`src/opmode_defines.svh`:
```
`ifndef OPMODE_DEFINES_SVH
`define OPMODE_DEFINES_SVH

// register indices, byte address is four times the index
`define PWR_CTRL_IDX 10'h087
`define PORT1_WAKE_IDX 10'h091
`define WAKE_CFG_IDX 10'h0C0
`define MODE_STAT_IDX 10'h0C1

// power control register fields
`define PWR_IDLE_BIT 0
`define PWR_STOP_BIT 1
`define PWR_FLAG_BIT 2
`define PWR_ADDRHI_BIT 3
`define PWR_ADDRHI_RESET 1'b1

// port 1 wake enable reset value
`define PORT1_WAKE_RESET 8'h00

// configuration register fields
`define CFG_EXTOSC_BIT 0
`define CFG_WDT_ON_BIT 1

// status register fields
`define STAT_MODE_LSB 0
`define STAT_SETTLE_BIT 2

// settling wait after stop, in high clocks and slow rc clocks
`define XTAL_WAIT_HCLK 12'd2048
`define RC_WAIT_HCLK 12'd64
`define SLOW_WAIT_CLK 12'd5

`endif

```
`src/opmode_pkg.sv`:
```
package opmode_pkg;

    // operating modes of the sequencer
    typedef enum logic [1:0] {
        MODE_RUN,
        MODE_IDLE,
        MODE_STOP,
        MODE_SETTLE
    } mode_t;

    // apb request from the master
    typedef struct packed {
        logic psel;
        logic penable;
        logic pwrite;
        logic [11:0] paddr;
        logic [31:0] pwdata;
    } apb_req_t;

    // apb answer of the slave
    typedef struct packed {
        logic pready;
        logic pslverr;
        logic [31:0] prdata;
    } apb_rsp_t;

    // oscillator and activity gates
    typedef struct packed {
        logic cpuRun;
        logic fastRcEn;
        logic extOscEn;
        logic slowRcEn;
        logic periphEn;
        logic intLogicEn;
    } clk_gate_t;

    // pin change detector state
    typedef struct packed {
        logic [15:0] sync1;
        logic [15:0] sync2;
        logic [15:0] last;
        logic [15:0] changed;
    } pin_state_t;

    // settle timer state
    typedef struct packed {
        logic [1:0] slowSync;
        logic slowLast;
        logic busy;
        logic fastPhase;
        logic [11:0] count;
        logic done;
    } settle_state_t;

    // sequencer state
    typedef struct packed {
        mode_t mode;
        logic stopReq;
        logic idleReq;
        logic addrHi;
        logic genFlag;
        logic [7:0] port1WakeEn;
        logic useExternal;
        logic wdtAlwaysOn;
        apb_rsp_t rsp;
        clk_gate_t gates;
        logic wakeIrq;
        logic settleStart;
    } ctrl_state_t;

endpackage

```
`src/pin_wake_detect.sv`:
```
`timescale 1ns/10ps
`default_nettype none

module pin_wake_detect
    import opmode_pkg::*;
(
    input wire logic clk,
    input wire logic rst,
    input wire logic [15:0] pins,
    output logic [15:0] changed
);

    pin_state_t st;
    pin_state_t next_st;

    ////////////////////////////////////////////////////////////////////////
    // per pin: two flop sync, then any level change is a wake
    genvar i;
    generate
        for (i = 0; i < 16; i++) begin : g_pin
            assign next_st.sync1[i] = pins[i];
            assign next_st.sync2[i] = st.sync1[i];
            assign next_st.last[i] = st.sync2[i];
            assign next_st.changed[i] = st.sync2[i] ^ st.last[i];
        end
    endgenerate

    // register the state
    always_ff @(posedge clk) begin
        if (rst) begin
            st <= '0;
        end else begin
            st <= next_st;
        end
    end

    assign changed = st.changed;

endmodule

`default_nettype wire

```
`src/settle_timer.sv`:
```
`timescale 1ns/10ps
`default_nettype none
`include "opmode_defines.svh"

module settle_timer
    import opmode_pkg::*;
(
    input wire logic clk,
    input wire logic rst,
    input wire logic start,
    input wire logic useExternal,
    input wire logic slowRcClk,
    output logic busy,
    output logic done
);

    settle_state_t st;
    settle_state_t next_st;
    logic slowEdge;

    ////////////////////////////////////////////////////////////////////////
    // high clock count first, then slow rc edges
    always_comb begin
        next_st = st;
        next_st.slowSync = {st.slowSync[0], slowRcClk};
        next_st.slowLast = st.slowSync[1];
        slowEdge = st.slowSync[1] & ~st.slowLast;
        next_st.done = 1'b0;
        if (start) begin
            next_st.busy = 1'b1;
            next_st.fastPhase = 1'b1;
            next_st.count = useExternal ? `XTAL_WAIT_HCLK - 12'd1
                                        : `RC_WAIT_HCLK - 12'd1;
        end else if (st.busy && st.fastPhase) begin
            if (st.count == 12'd0) begin
                next_st.fastPhase = 1'b0;
                next_st.count = `SLOW_WAIT_CLK - 12'd1;
            end else begin
                next_st.count = st.count - 12'd1;
            end
        end else if (st.busy && slowEdge) begin
            if (st.count == 12'd0) begin
                next_st.busy = 1'b0;
                next_st.done = 1'b1;
            end else begin
                next_st.count = st.count - 12'd1;
            end
        end
    end

    // register the state
    always_ff @(posedge clk) begin
        if (rst) begin
            st <= '0;
        end else begin
            st <= next_st;
        end
    end

    assign busy = st.busy;
    assign done = st.done;

endmodule

`default_nettype wire

```
`src/operating_mode_wake_ctrl.sv`:
```
`timescale 1ns/10ps
`default_nettype none
`include "opmode_defines.svh"

// Functional notes
// - reset always lands in normal running mode
// - stop bit set enters stop mode
// - hardware clears stop bit on wake
// - idle bit set enters idle, clock runs
// - hardware clears idle bit, back to normal
// - stop halts all oscillators, slow rc if watchdog
// - stop keeps all state and memory
// - stop holds peripherals and interrupts inactive
// - idle keeps system clock peripherals running
// - idle wakes on pins or enabled interrupt
// - stop wakes only on pins or reset
// - pin wake event raises its interrupt request
// - crystal wake waits 2048 plus 5 slow
// - fast rc wake waits 64 plus 5 slow
// - any rising or falling pin change wakes
// - port0 always wakes, port1 per enable bit
// - port1 wake enable, eight bits, reset zero
// - stop bit is bit 1, reset zero
// - idle bit is bit 0, reset zero
module operating_mode_wake_ctrl
    import opmode_pkg::*;
(
    input wire logic clk,
    input wire logic rst,
    input wire apb_req_t apbReq,
    output var apb_rsp_t apbRsp,
    input wire logic [7:0] port0Pins,
    input wire logic [7:0] port1Pins,
    input wire logic slowRcClk,
    input wire logic intPending,
    input wire logic globalIntEnable,
    output var clk_gate_t clkGates,
    output var mode_t opMode,
    output var logic wakeIrq
);

    ctrl_state_t st;
    ctrl_state_t next_st;
    logic [15:0] pinChanged;
    logic settleBusy;
    logic settleDone;
    logic portWake;
    logic intWake;
    logic access;
    logic hit;
    logic writeNow;
    logic [9:0] regIdx;
    logic [31:0] readData;

    ////////////////////////////////////////////////////////////////////////
    // pin change detection on both ports
    pin_wake_detect u_pins (
        .clk(clk),
        .rst(rst),
        .pins({port1Pins, port0Pins}),
        .changed(pinChanged)
    );

    // oscillator settling wait after stop
    settle_timer u_settle (
        .clk(clk),
        .rst(rst),
        .start(st.settleStart),
        .useExternal(st.useExternal),
        .slowRcClk(slowRcClk),
        .busy(settleBusy),
        .done(settleDone)
    );

    ////////////////////////////////////////////////////////////////////////
    // wake sources
    always_comb begin
        portWake = (|pinChanged[7:0]) | (|(pinChanged[15:8] & st.port1WakeEn));
        intWake = intPending & globalIntEnable;
    end

    ////////////////////////////////////////////////////////////////////////
    // apb decode
    always_comb begin
        access = apbReq.psel & apbReq.penable;
        regIdx = apbReq.paddr[11:2];
        hit = (regIdx == `PWR_CTRL_IDX) || (regIdx == `PORT1_WAKE_IDX) ||
              (regIdx == `WAKE_CFG_IDX) || (regIdx == `MODE_STAT_IDX);
        writeNow = access & st.rsp.pready & apbReq.pwrite & ~st.rsp.pslverr;
    end

    // read data mux, unused bits read zero
    always_comb begin
        readData = 32'h0000_0000;
        case (regIdx)
            `PWR_CTRL_IDX: begin
                readData[`PWR_IDLE_BIT] = st.idleReq;
                readData[`PWR_STOP_BIT] = st.stopReq;
                readData[`PWR_FLAG_BIT] = st.genFlag;
                readData[`PWR_ADDRHI_BIT] = st.addrHi;
            end
            `PORT1_WAKE_IDX: begin
                readData[7:0] = st.port1WakeEn;
            end
            `WAKE_CFG_IDX: begin
                readData[`CFG_EXTOSC_BIT] = st.useExternal;
                readData[`CFG_WDT_ON_BIT] = st.wdtAlwaysOn;
            end
            `MODE_STAT_IDX: begin
                readData[`STAT_MODE_LSB +: 2] = st.mode;
                readData[`STAT_SETTLE_BIT] = settleBusy;
            end
            default: begin
                readData = 32'h0000_0000;
            end
        endcase
    end

    ////////////////////////////////////////////////////////////////////////
    // next state: bus answer, mode machine, register writes, gates
    always_comb begin
        next_st = st;
        next_st.wakeIrq = 1'b0;
        next_st.settleStart = 1'b0;

        // one wait state, then pready with data
        if (access && !st.rsp.pready) begin
            next_st.rsp.pready = 1'b1;
            next_st.rsp.pslverr = ~hit;
            next_st.rsp.prdata = apbReq.pwrite ? 32'h0000_0000 : readData;
        end else begin
            next_st.rsp.pready = 1'b0;
            next_st.rsp.pslverr = 1'b0;
        end

        // mode machine, state in st is kept untouched in low power
        case (st.mode)
            MODE_RUN: begin
                if (st.stopReq) begin
                    next_st.mode = MODE_STOP;
                end else if (st.idleReq) begin
                    next_st.mode = MODE_IDLE;
                end
            end
            MODE_IDLE: begin
                if (portWake || intWake) begin
                    next_st.mode = MODE_RUN;
                    next_st.idleReq = 1'b0;
                    next_st.wakeIrq = portWake;
                end
            end
            MODE_STOP: begin
                if (portWake) begin
                    next_st.mode = MODE_SETTLE;
                    next_st.stopReq = 1'b0;
                    next_st.idleReq = 1'b0;
                    next_st.settleStart = 1'b1;
                    next_st.wakeIrq = 1'b1;
                end
            end
            MODE_SETTLE: begin
                if (settleDone) begin
                    next_st.mode = MODE_RUN;
                end
            end
            default: begin
                next_st.mode = MODE_RUN;
            end
        endcase

        // software writes land after hardware clears, so a set wins
        if (writeNow) begin
            case (regIdx)
                `PWR_CTRL_IDX: begin
                    next_st.idleReq = apbReq.pwdata[`PWR_IDLE_BIT];
                    next_st.stopReq = apbReq.pwdata[`PWR_STOP_BIT];
                    next_st.genFlag = apbReq.pwdata[`PWR_FLAG_BIT];
                    next_st.addrHi = apbReq.pwdata[`PWR_ADDRHI_BIT];
                end
                `PORT1_WAKE_IDX: begin
                    next_st.port1WakeEn = apbReq.pwdata[7:0];
                end
                `WAKE_CFG_IDX: begin
                    next_st.useExternal = apbReq.pwdata[`CFG_EXTOSC_BIT];
                    next_st.wdtAlwaysOn = apbReq.pwdata[`CFG_WDT_ON_BIT];
                end
                default: begin
                    next_st.port1WakeEn = st.port1WakeEn;
                end
            endcase
        end

        // oscillator and activity gates per next mode
        case (next_st.mode)
            MODE_RUN: begin
                next_st.gates.cpuRun = 1'b1;
                next_st.gates.fastRcEn = ~next_st.useExternal;
                next_st.gates.extOscEn = next_st.useExternal;
                next_st.gates.slowRcEn = 1'b1;
                next_st.gates.periphEn = 1'b1;
                next_st.gates.intLogicEn = 1'b1;
            end
            MODE_IDLE: begin
                next_st.gates.cpuRun = 1'b0;
                next_st.gates.fastRcEn = ~next_st.useExternal;
                next_st.gates.extOscEn = next_st.useExternal;
                next_st.gates.slowRcEn = 1'b1;
                next_st.gates.periphEn = 1'b1;
                next_st.gates.intLogicEn = 1'b1;
            end
            MODE_STOP: begin
                next_st.gates.cpuRun = 1'b0;
                next_st.gates.fastRcEn = 1'b0;
                next_st.gates.extOscEn = 1'b0;
                next_st.gates.slowRcEn = next_st.wdtAlwaysOn;
                next_st.gates.periphEn = 1'b0;
                next_st.gates.intLogicEn = 1'b0;
            end
            MODE_SETTLE: begin
                next_st.gates.cpuRun = 1'b0;
                next_st.gates.fastRcEn = ~next_st.useExternal;
                next_st.gates.extOscEn = next_st.useExternal;
                next_st.gates.slowRcEn = 1'b1;
                next_st.gates.periphEn = 1'b0;
                next_st.gates.intLogicEn = 1'b0;
            end
            default: begin
                next_st.gates = '0;
            end
        endcase
    end

    ////////////////////////////////////////////////////////////////////////
    // register the state; stop and idle leave it untouched
    always_ff @(posedge clk) begin
        if (rst) begin
            st <= '0;
            st.mode <= MODE_RUN;
            st.addrHi <= `PWR_ADDRHI_RESET;
            st.port1WakeEn <= `PORT1_WAKE_RESET;
            st.gates.cpuRun <= 1'b1;
            st.gates.fastRcEn <= 1'b1;
            st.gates.slowRcEn <= 1'b1;
            st.gates.periphEn <= 1'b1;
            st.gates.intLogicEn <= 1'b1;
        end else begin
            st <= next_st;
        end
    end

    // outputs straight from flops
    assign apbRsp = st.rsp;
    assign clkGates = st.gates;
    assign opMode = st.mode;
    assign wakeIrq = st.wakeIrq;

endmodule

`default_nettype wire

```
`config.mk`:
```
export PLATFORM = sky130hd
export DESIGN_NAME = operating_mode_wake_ctrl
export DESIGN_NICKNAME = d
export VERILOG_FILES = /design/src/opmode_pkg.sv /design/src/pin_wake_detect.sv /design/src/settle_timer.sv /design/src/operating_mode_wake_ctrl.sv
export VERILOG_INCLUDE_DIRS = /design/src
export SDC_FILE = /design/constraint.sdc
export NUM_CORES = 1
export LEC_CHECK = 0
export BUFFER_PORTS_ARGS = -buffer_cell sky130_fd_sc_hd__buf_4
export CAP_MARGIN = 10
export CORE_MARGIN = 4
export CORE_UTILIZATION = 33
export DETAILED_ROUTE_END_ITERATION = 10
export HOLD_SLACK_MARGIN = 0.02
export PLACE_DENSITY_LB_ADDON = 0.1
export SYNTH_ARGS = -nofsm -noshare
export SYNTH_HDL_FRONTEND = slang
export SYNTH_SLANG_ARGS = --single-unit
export TNS_END_PERCENT = 5
```
`constraint.sdc`:
```
create_clock -name clk -period 2.8 [get_ports clk]
set_input_delay 0.42 -clock clk [delete_from_list [all_inputs] [get_ports clk]]
set_output_delay 0.42 -clock clk [all_outputs]
set_load 0.02 [all_outputs]
```
==> metrics.txt, run 1 <==
GR peak layer=met2; Buf+Inv Stages, Crit Path=1; Max Clock Freq=434 MHz; max-slew violations=0; via count=3281; worst setup path start=u_settle.st[1]$_SDFFE_PP0P_; Top delay family on crit path=simple AND/OR/NAND/NOR gates; final WL=9.32 mm; final hold vios=0; CP max-delay cell=nor4_4; crit-path cells=inv_1 > ha_1 > or3b_4 > nor4_4 > a211oi_2 > a31oi_1 > o32ai_1; Initial DRC Count=143; initial antenna violation count=0; CTS Buf Count=17; synth unique cells=52; syn avg cell area=9.51 sq um; P_sw=895 uW; Tightest Hold Check Type=input pin to flop; peak supply drop=425 uV; status=finished, final reports clean; reg2reg end=u_settle.st[10]$_SDFFE_PP0P_; Worst path depth=7; Seq cells post-synth=115; r2r setup slk=0.50 ns; worst reg2reg path startpoint=u_settle.st[1]$_SDFFE_PP0P_; HP Start=port1Pins[5]; Chip Width=127 um; synthesized area=0.00464 sq mm; Num Clock Sinks=115; worst r2r path cells=7; post-detailed-route wirelength per cell=12.8 um; gr ovfl total=0; crit path capture type=flop; DRT antenna net count=0; Crit Path Category=flop to flop; FILL cells=1382; Initial Utilization=33.6%; H-tree Lvls=4; Ant. Diodes=0; routing usage on met2=17.9%; CP Max Fanout=8; Post-synth EDFFs=0; Die Ht=127 um; crit start category=flop; RSZ-0062 raised after global routing=false; Fin Clk Skew=0.00925 ns; root buf cell=clkbuf_16; insertion delay to the later sink of the worst-skew pair=0.41 ns; Pint=3100 uW; vias in the first global route=3111; max-cap viol count=0; First-pass DRT Iterations=4; fin crit share=82.3%; static leakage=0.00222 uW; Die Footprint=0.0160 sq mm; asr flop ratio synth=0%; routing usage on met1=15.2%; vias per inst=4.49; DRC violations left=0; sw frac=22.4%; clock group share of total power=53.2%; Slew @ Worst Pin=0.632 ns; Post-synth top flop=dfxtp_1; Seq/Total Area, Yosys=49.6%; CTS resizes=0; core area=0.0138 sq mm; RePlAce Congestion=0.782; placement row count=43; largest net degree at the start of global routing=46; HPWL after DPL=6.50 mm; combinational share of power=4.5%; Hold Buf Count CTS=0; fin nets=610; clock buffer depth=2; YS warnings=0; Worst Path Arrival=2.58 ns; pwr dens=705 mW/mm^2; worst setup path end=u_settle.st[10]$_SDFFE_PP0P_; crit-path max cell delay=0.52 ns; global-route usage over all layers=12.0%; Util after Layout=41.0%; I/O pin total=111; share of cells above drive strength 1=20.4%; Worst EP required=3.07 ns; Area Growth Syn to Fin=22.2%; Setup-failing EPs final=0; setup TNS=0 ns; met3 Use GR=4.42%; clk slew on worst S/H paths=0.06 ns; postcts setup bufs=0; first-pass GRT wire length=15.2 mm; Slew HR=57.8%; minimum clock period=2.30 ns; Synth Instances=488; PortBufs=60; Reg power frac=42.3%; CTS tree=built
[flip-flops by register name (all words and copies together) (netlist names)]
signal            count
u_pins.changed       16
apbRsp               10
wakeIrq               1
u_settle.done         1
opMode                2
clkGates              5
u_settle.busy         1
st                   15
u_pins.st            16
u_settle.next_st      2
u_settle.st          14
u_pins.next_st       32
[cell usage in the layout (no fill, tap or decap), types with 3 or more instances in the layout]
cell,n
nand4_1,4
or3_1,3
a31oi_1,4
xnor2_1,16
inv_1,17
a21oi_1,29
ha_1,5
dfxtp_1,115
nand3_1,4
inv_6,4
o32ai_1,8
o21ai_0,10
nand3b_1,3
nor2b_1,54
a22oi_1,8
conb_1,24
clkinv_4,4
nor3_1,6
nor2_1,56
clkbuf_16,17
buf_4,64
mux2i_1,15
nand2_1,25
or2_2,3
nor4_1,4
o31ai_1,3
[cells by family (layout without fill, tap and decap cells)]
| family | count (synthesis) | after routing | share of synthesized area (%) |
|---|---|---|---|
| buf+inv | 75 | 114 | 9.49 |
| fa+ha+maj | 5 | 5 | 1.35 |
| flops | 115 | 115 | 49.6 |
| mux | 16 | 16 | 3.48 |
| other cells | 1 | 24 | 0.0808 |
| simple gates | 180 | 180 | 21.5 |
| compound gates | 80 | 80 | 11.4 |
| xor+xnor | 16 | 16 | 3.02 |
[worst min-delay path by stage]
stage / to / slack, ns / depth (start not counted)
6_report: u_pins.next_st[45]$_SDFF_PP0_ / 0.21 / 2
5_1_grt: u_pins.next_st[45]$_SDFF_PP0_ / 0.20 / 2
4_1_cts: u_pins.next_st[32]$_SDFF_PP0_ / 0.19 / 2
3_5_place_dp: u_pins.next_st[19]$_SDFF_PP0_ / 0.42 / 1
3_3_place_gp: u_pins.next_st[22]$_SDFF_PP0_ / 0.42 / 1
2_1_floorplan: u_pins.next_st[16]$_SDFF_PP0_ / 0.41 / 1
[cell type report]
class / count / area [sq um] / share of cell area, %
Clock inverter: 13 / 150 / 2.65
Tap cell: 180 / 225 / 3.97
Clock buffer: 19 / 443 / 7.81
Multi-Input combinational cell: 321 / 1980 / 35.0
Inverter: 17 / 63.8 / 1.13
Timing Repair Buffer: 65 / 500 / 8.83
Sequential cell: 115 / 2300 / 40.6
[synthesized netlist by cell type, types with 2 or more instances]
master	instances	area, sq um
a31oi_1	4	25.0
nand2_1	25	93.8
a211oi_2	2	25.0
or3_1	3	18.8
or2_2	3	18.8
a221oi_1	2	17.5
a41oi_1	2	17.5
nor2_1	56	210
nand3_1	4	20.0
clkbuf_1	12	45.0
o31ai_1	3	22.5
o32ai_1	8	70.1
nor3_1	6	30.0
and2_1	2	12.5
o21ai_1	2	10.0
inv_1	17	63.8
ha_1	5	62.6
nor4_4	2	42.5
buf_4	42	315
o21ai_0	10	50.1
nand4_1	4	25.0
nand4b_1	2	17.5
nor2b_1	54	338
buf_1	3	11.3
a22oi_1	8	60.1
xnor2_1	16	140
nor4_1	4	25.0
mux2i_1	15	150
nor3_2	2	20.0
or4_1	2	15.0
nand3b_1	3	22.5
a21oi_1	29	145
a21o_1	2	15.0
dfxtp_1	115	2300
o21a_1	2	15.0
[stage by stage]
stage                     area (sq um)  hold slack [ns]  power [uW]  worst slack (ns)  std cells
after floorplan                   4730            0.414        1860             0.818        511
after global placement            5070            0.419        1910             0.550        698
after detailed placement          5070            0.420        1910             0.484        698
after CTS                         5670            0.194        4060             0.488        730
after global routing              5670            0.201        4150             0.188        730
final                             5670            0.211        4000             0.495        730
[power groups by stage]
stage,registers [uW],logic (uW),clock network [uW]
finish,1690,180,2130
global route,1700,198,2260
CTS,1690,182,2190
detailed placement,1730,181,0
global placement,1730,181,0
floorplan,1720,133,0
[metal layers]
layer | vias to the layer above | part of all wire [%] | wire length [um]
met5 | - | 0 | 0
li1 | 1704 | - | -
met2 | 88 | 44 | 4140
met1 | 1480 | 48 | 4510
met4 | 0 | 1.1 | 106
met3 | 9 | 6.0 | 559
No activity file was read; power rests on OpenSTA's default activity.
==> run 2, diff against run 1 <==
==> constraint.sdc (replaced) <==
create_clock -name clk -period 1.89 [get_ports clk]
set_input_delay 0.2835 -clock clk [delete_from_list [all_inputs] [get_ports clk]]
set_output_delay 0.2835 -clock clk [all_outputs]
set_load 0.02 [all_outputs]
==> run 2 against run 1 <==
Compared with the run above:
- the flow now finishes with violations (negative setup slack)
- non-clock buffer count increased by 29
- sequential power increased by 49%
- fmax up 19%
- routed wire length grew 1.5%
- register-to-register slack worse by 0.54 ns
- first-iteration DRC count decreased by 3.5%
- worst hold slack worse by 0.13 ns
- setup slack worse by 0.54 ns
- critical path depth grew 2
- flip-flop and latch count did not move
==> metrics.txt, run 2 (same netlist as run 1, synthesis figures left out) <==
Ant. Diodes=0; Die Footprint=0.0160 sq mm; met3 wire length=583 um; failing checks=negative setup slack; clk slew on worst S/H paths=0.05 ns; RSZ-0062 raised after global routing=true; Worst Path Arrival=2.27 ns; max FFs per register=32; initial antenna violation count=0; Worst Slack Setup Final=-0.0402 ns; post-place setup slack=-0.0413 ns; status=finished, violations left; max-slew violations=0; Die Ht=127 um; Max Clock Freq=518 MHz; core area=0.0138 sq mm; static leakage=0.00236 uW; CP Max Fanout=4; fin crit share=102%; Crit Path Category=flop to flop; gr ovfl total=0; root buf cell=clkbuf_16; Num Clock Sinks=115; r2r setup slk=-0.04 ns; I/O pin total=111; clock buffer depth=2; HPWL after DPL=6.72 mm; post-detailed-route wirelength per cell=12.5 um; placement row count=43; via count=3388; Slew HR=65.7%; final WL=9.46 mm; wl on met1=4.38 mm; PortBufs=60; CTS Buf Count=17; minimum clock period=1.93 ns; Initial DRC Count=138; vias per inst=4.48; Initial Utilization=33.6%; Worst EP required=2.23 ns; DRT antenna net count=0; RePlAce Congestion=0.806; Tightest Hold Check Type=input pin to flop; first-pass GRT wire length=15.8 mm; First-pass DRT Iterations=6; met2 WL=4.29 mm; fin nets=639; insertion delay to the later sink of the worst-skew pair=0.40 ns; largest net degree at the start of global routing=44; DRC violations left=0; Setup-failing EPs final=6; Util after Layout=42.9%; Slew @ Worst Pin=0.514 ns; crit start category=flop; crit path capture type=flop; Area Growth Syn to Fin=27.8%; FILL cells=1376; pwr dens=985 mW/mm^2; global-route usage over all layers=12.2%; Chip Width=127 um; max-cap viol count=0; peak supply drop=600 uV; CTS tree=built; vias in the first global route=3306; commonest non-fill, non-tap cells in the layout=dfxtp_1 (114), buf_4 (93), nor2_1 (55); DR top layer=met4; share of cells above drive strength 1=26.5%; Fin Clk Skew=0.00681 ns; commonest non-fill, non-tap cell in the layout=dfxtp_1; final hold vios=0; H-tree Lvls=4
[run 2: path summary, 6_finish.rpt]
kind                            startpoint                       endpoint  depth (start not counted)
min                           port0Pins[0]  u_pins.next_st[32]$_SDFF_PP0_                          2
max reg2reg    u_settle.st[1]$_SDFFE_PP0P_    u_settle.st[6]$_SDFFE_PP0P_                          9
min reg2reg  u_pins.next_st[44]$_SDFF_PP0_  u_pins.next_st[28]$_SDFF_PP0_                          1
max            u_settle.st[1]$_SDFFE_PP0P_    u_settle.st[6]$_SDFFE_PP0P_                          9
[run 2: repair_timing]
action	in CTS	in global routing
gates resized for setup	1	16
endpoints found under the hold margin	0	0
endpoints found under the setup margin	8	14
setup buffers	0	4
hold buffers	0	0
pin swaps	2	11
[run 2: worst max-delay path, cell delays in order, from the launching register on]
cell     delay (ns)
dfxtp_2        0.33
inv_2          0.07
ha_4           0.13
or3b_4         0.41
nor4_4         0.31
buf_6          0.16
buf_4          0.10
mux2i_1        0.17
o21ai_1        0.07
a21oi_1        0.11
[run 2: stage by stage]
step                      TNS (ns)  total power (uW)  hold WS (ns)  instance area (sq um)  instances
after floorplan           -0.00365              2750         0.412                   4730        511
after CTS                   -0.121              5930        0.0646                   5840        754
after detailed placement    -0.138              2830         0.423                   5270        724
final                       -0.122              5840        0.0826                   5930        757
after global placement     -0.0441              2830         0.422                   5270        724
after global routing        -0.948              6070        0.0754                   5930        757
[run 2: cell type report]
class                   count  area, sq um  area share, %
well taps                 180          225           3.80
clock inverters            12          134           2.26
repair buffers             94          709           12.0
clock buffers              18          439           7.41
flip-flops and latches    115         2300           38.8
inverters                  17         63.8           1.08
multi-input cells         321         2050           34.6
[run 2: where the power goes]
part	internal (uW)	total (uW)	switching (uW)	leakage (uW)
Sequential	2490	2510	21.6	0.000938
Clock	1960	3060	1100	0.000278
Combinational	122	273	151	0.00115
Total	4570	5840	1270	0.00236
[run 2: per-layer routing]
layer | vias to the layer above | global-route usage [%]
met4 | 0 | 5.74
met1 | 1529 | 15.2
met2 | 94 | 18.9
li1 | 1749 | -
met3 | 16 | 4.38
met5 | - | 0
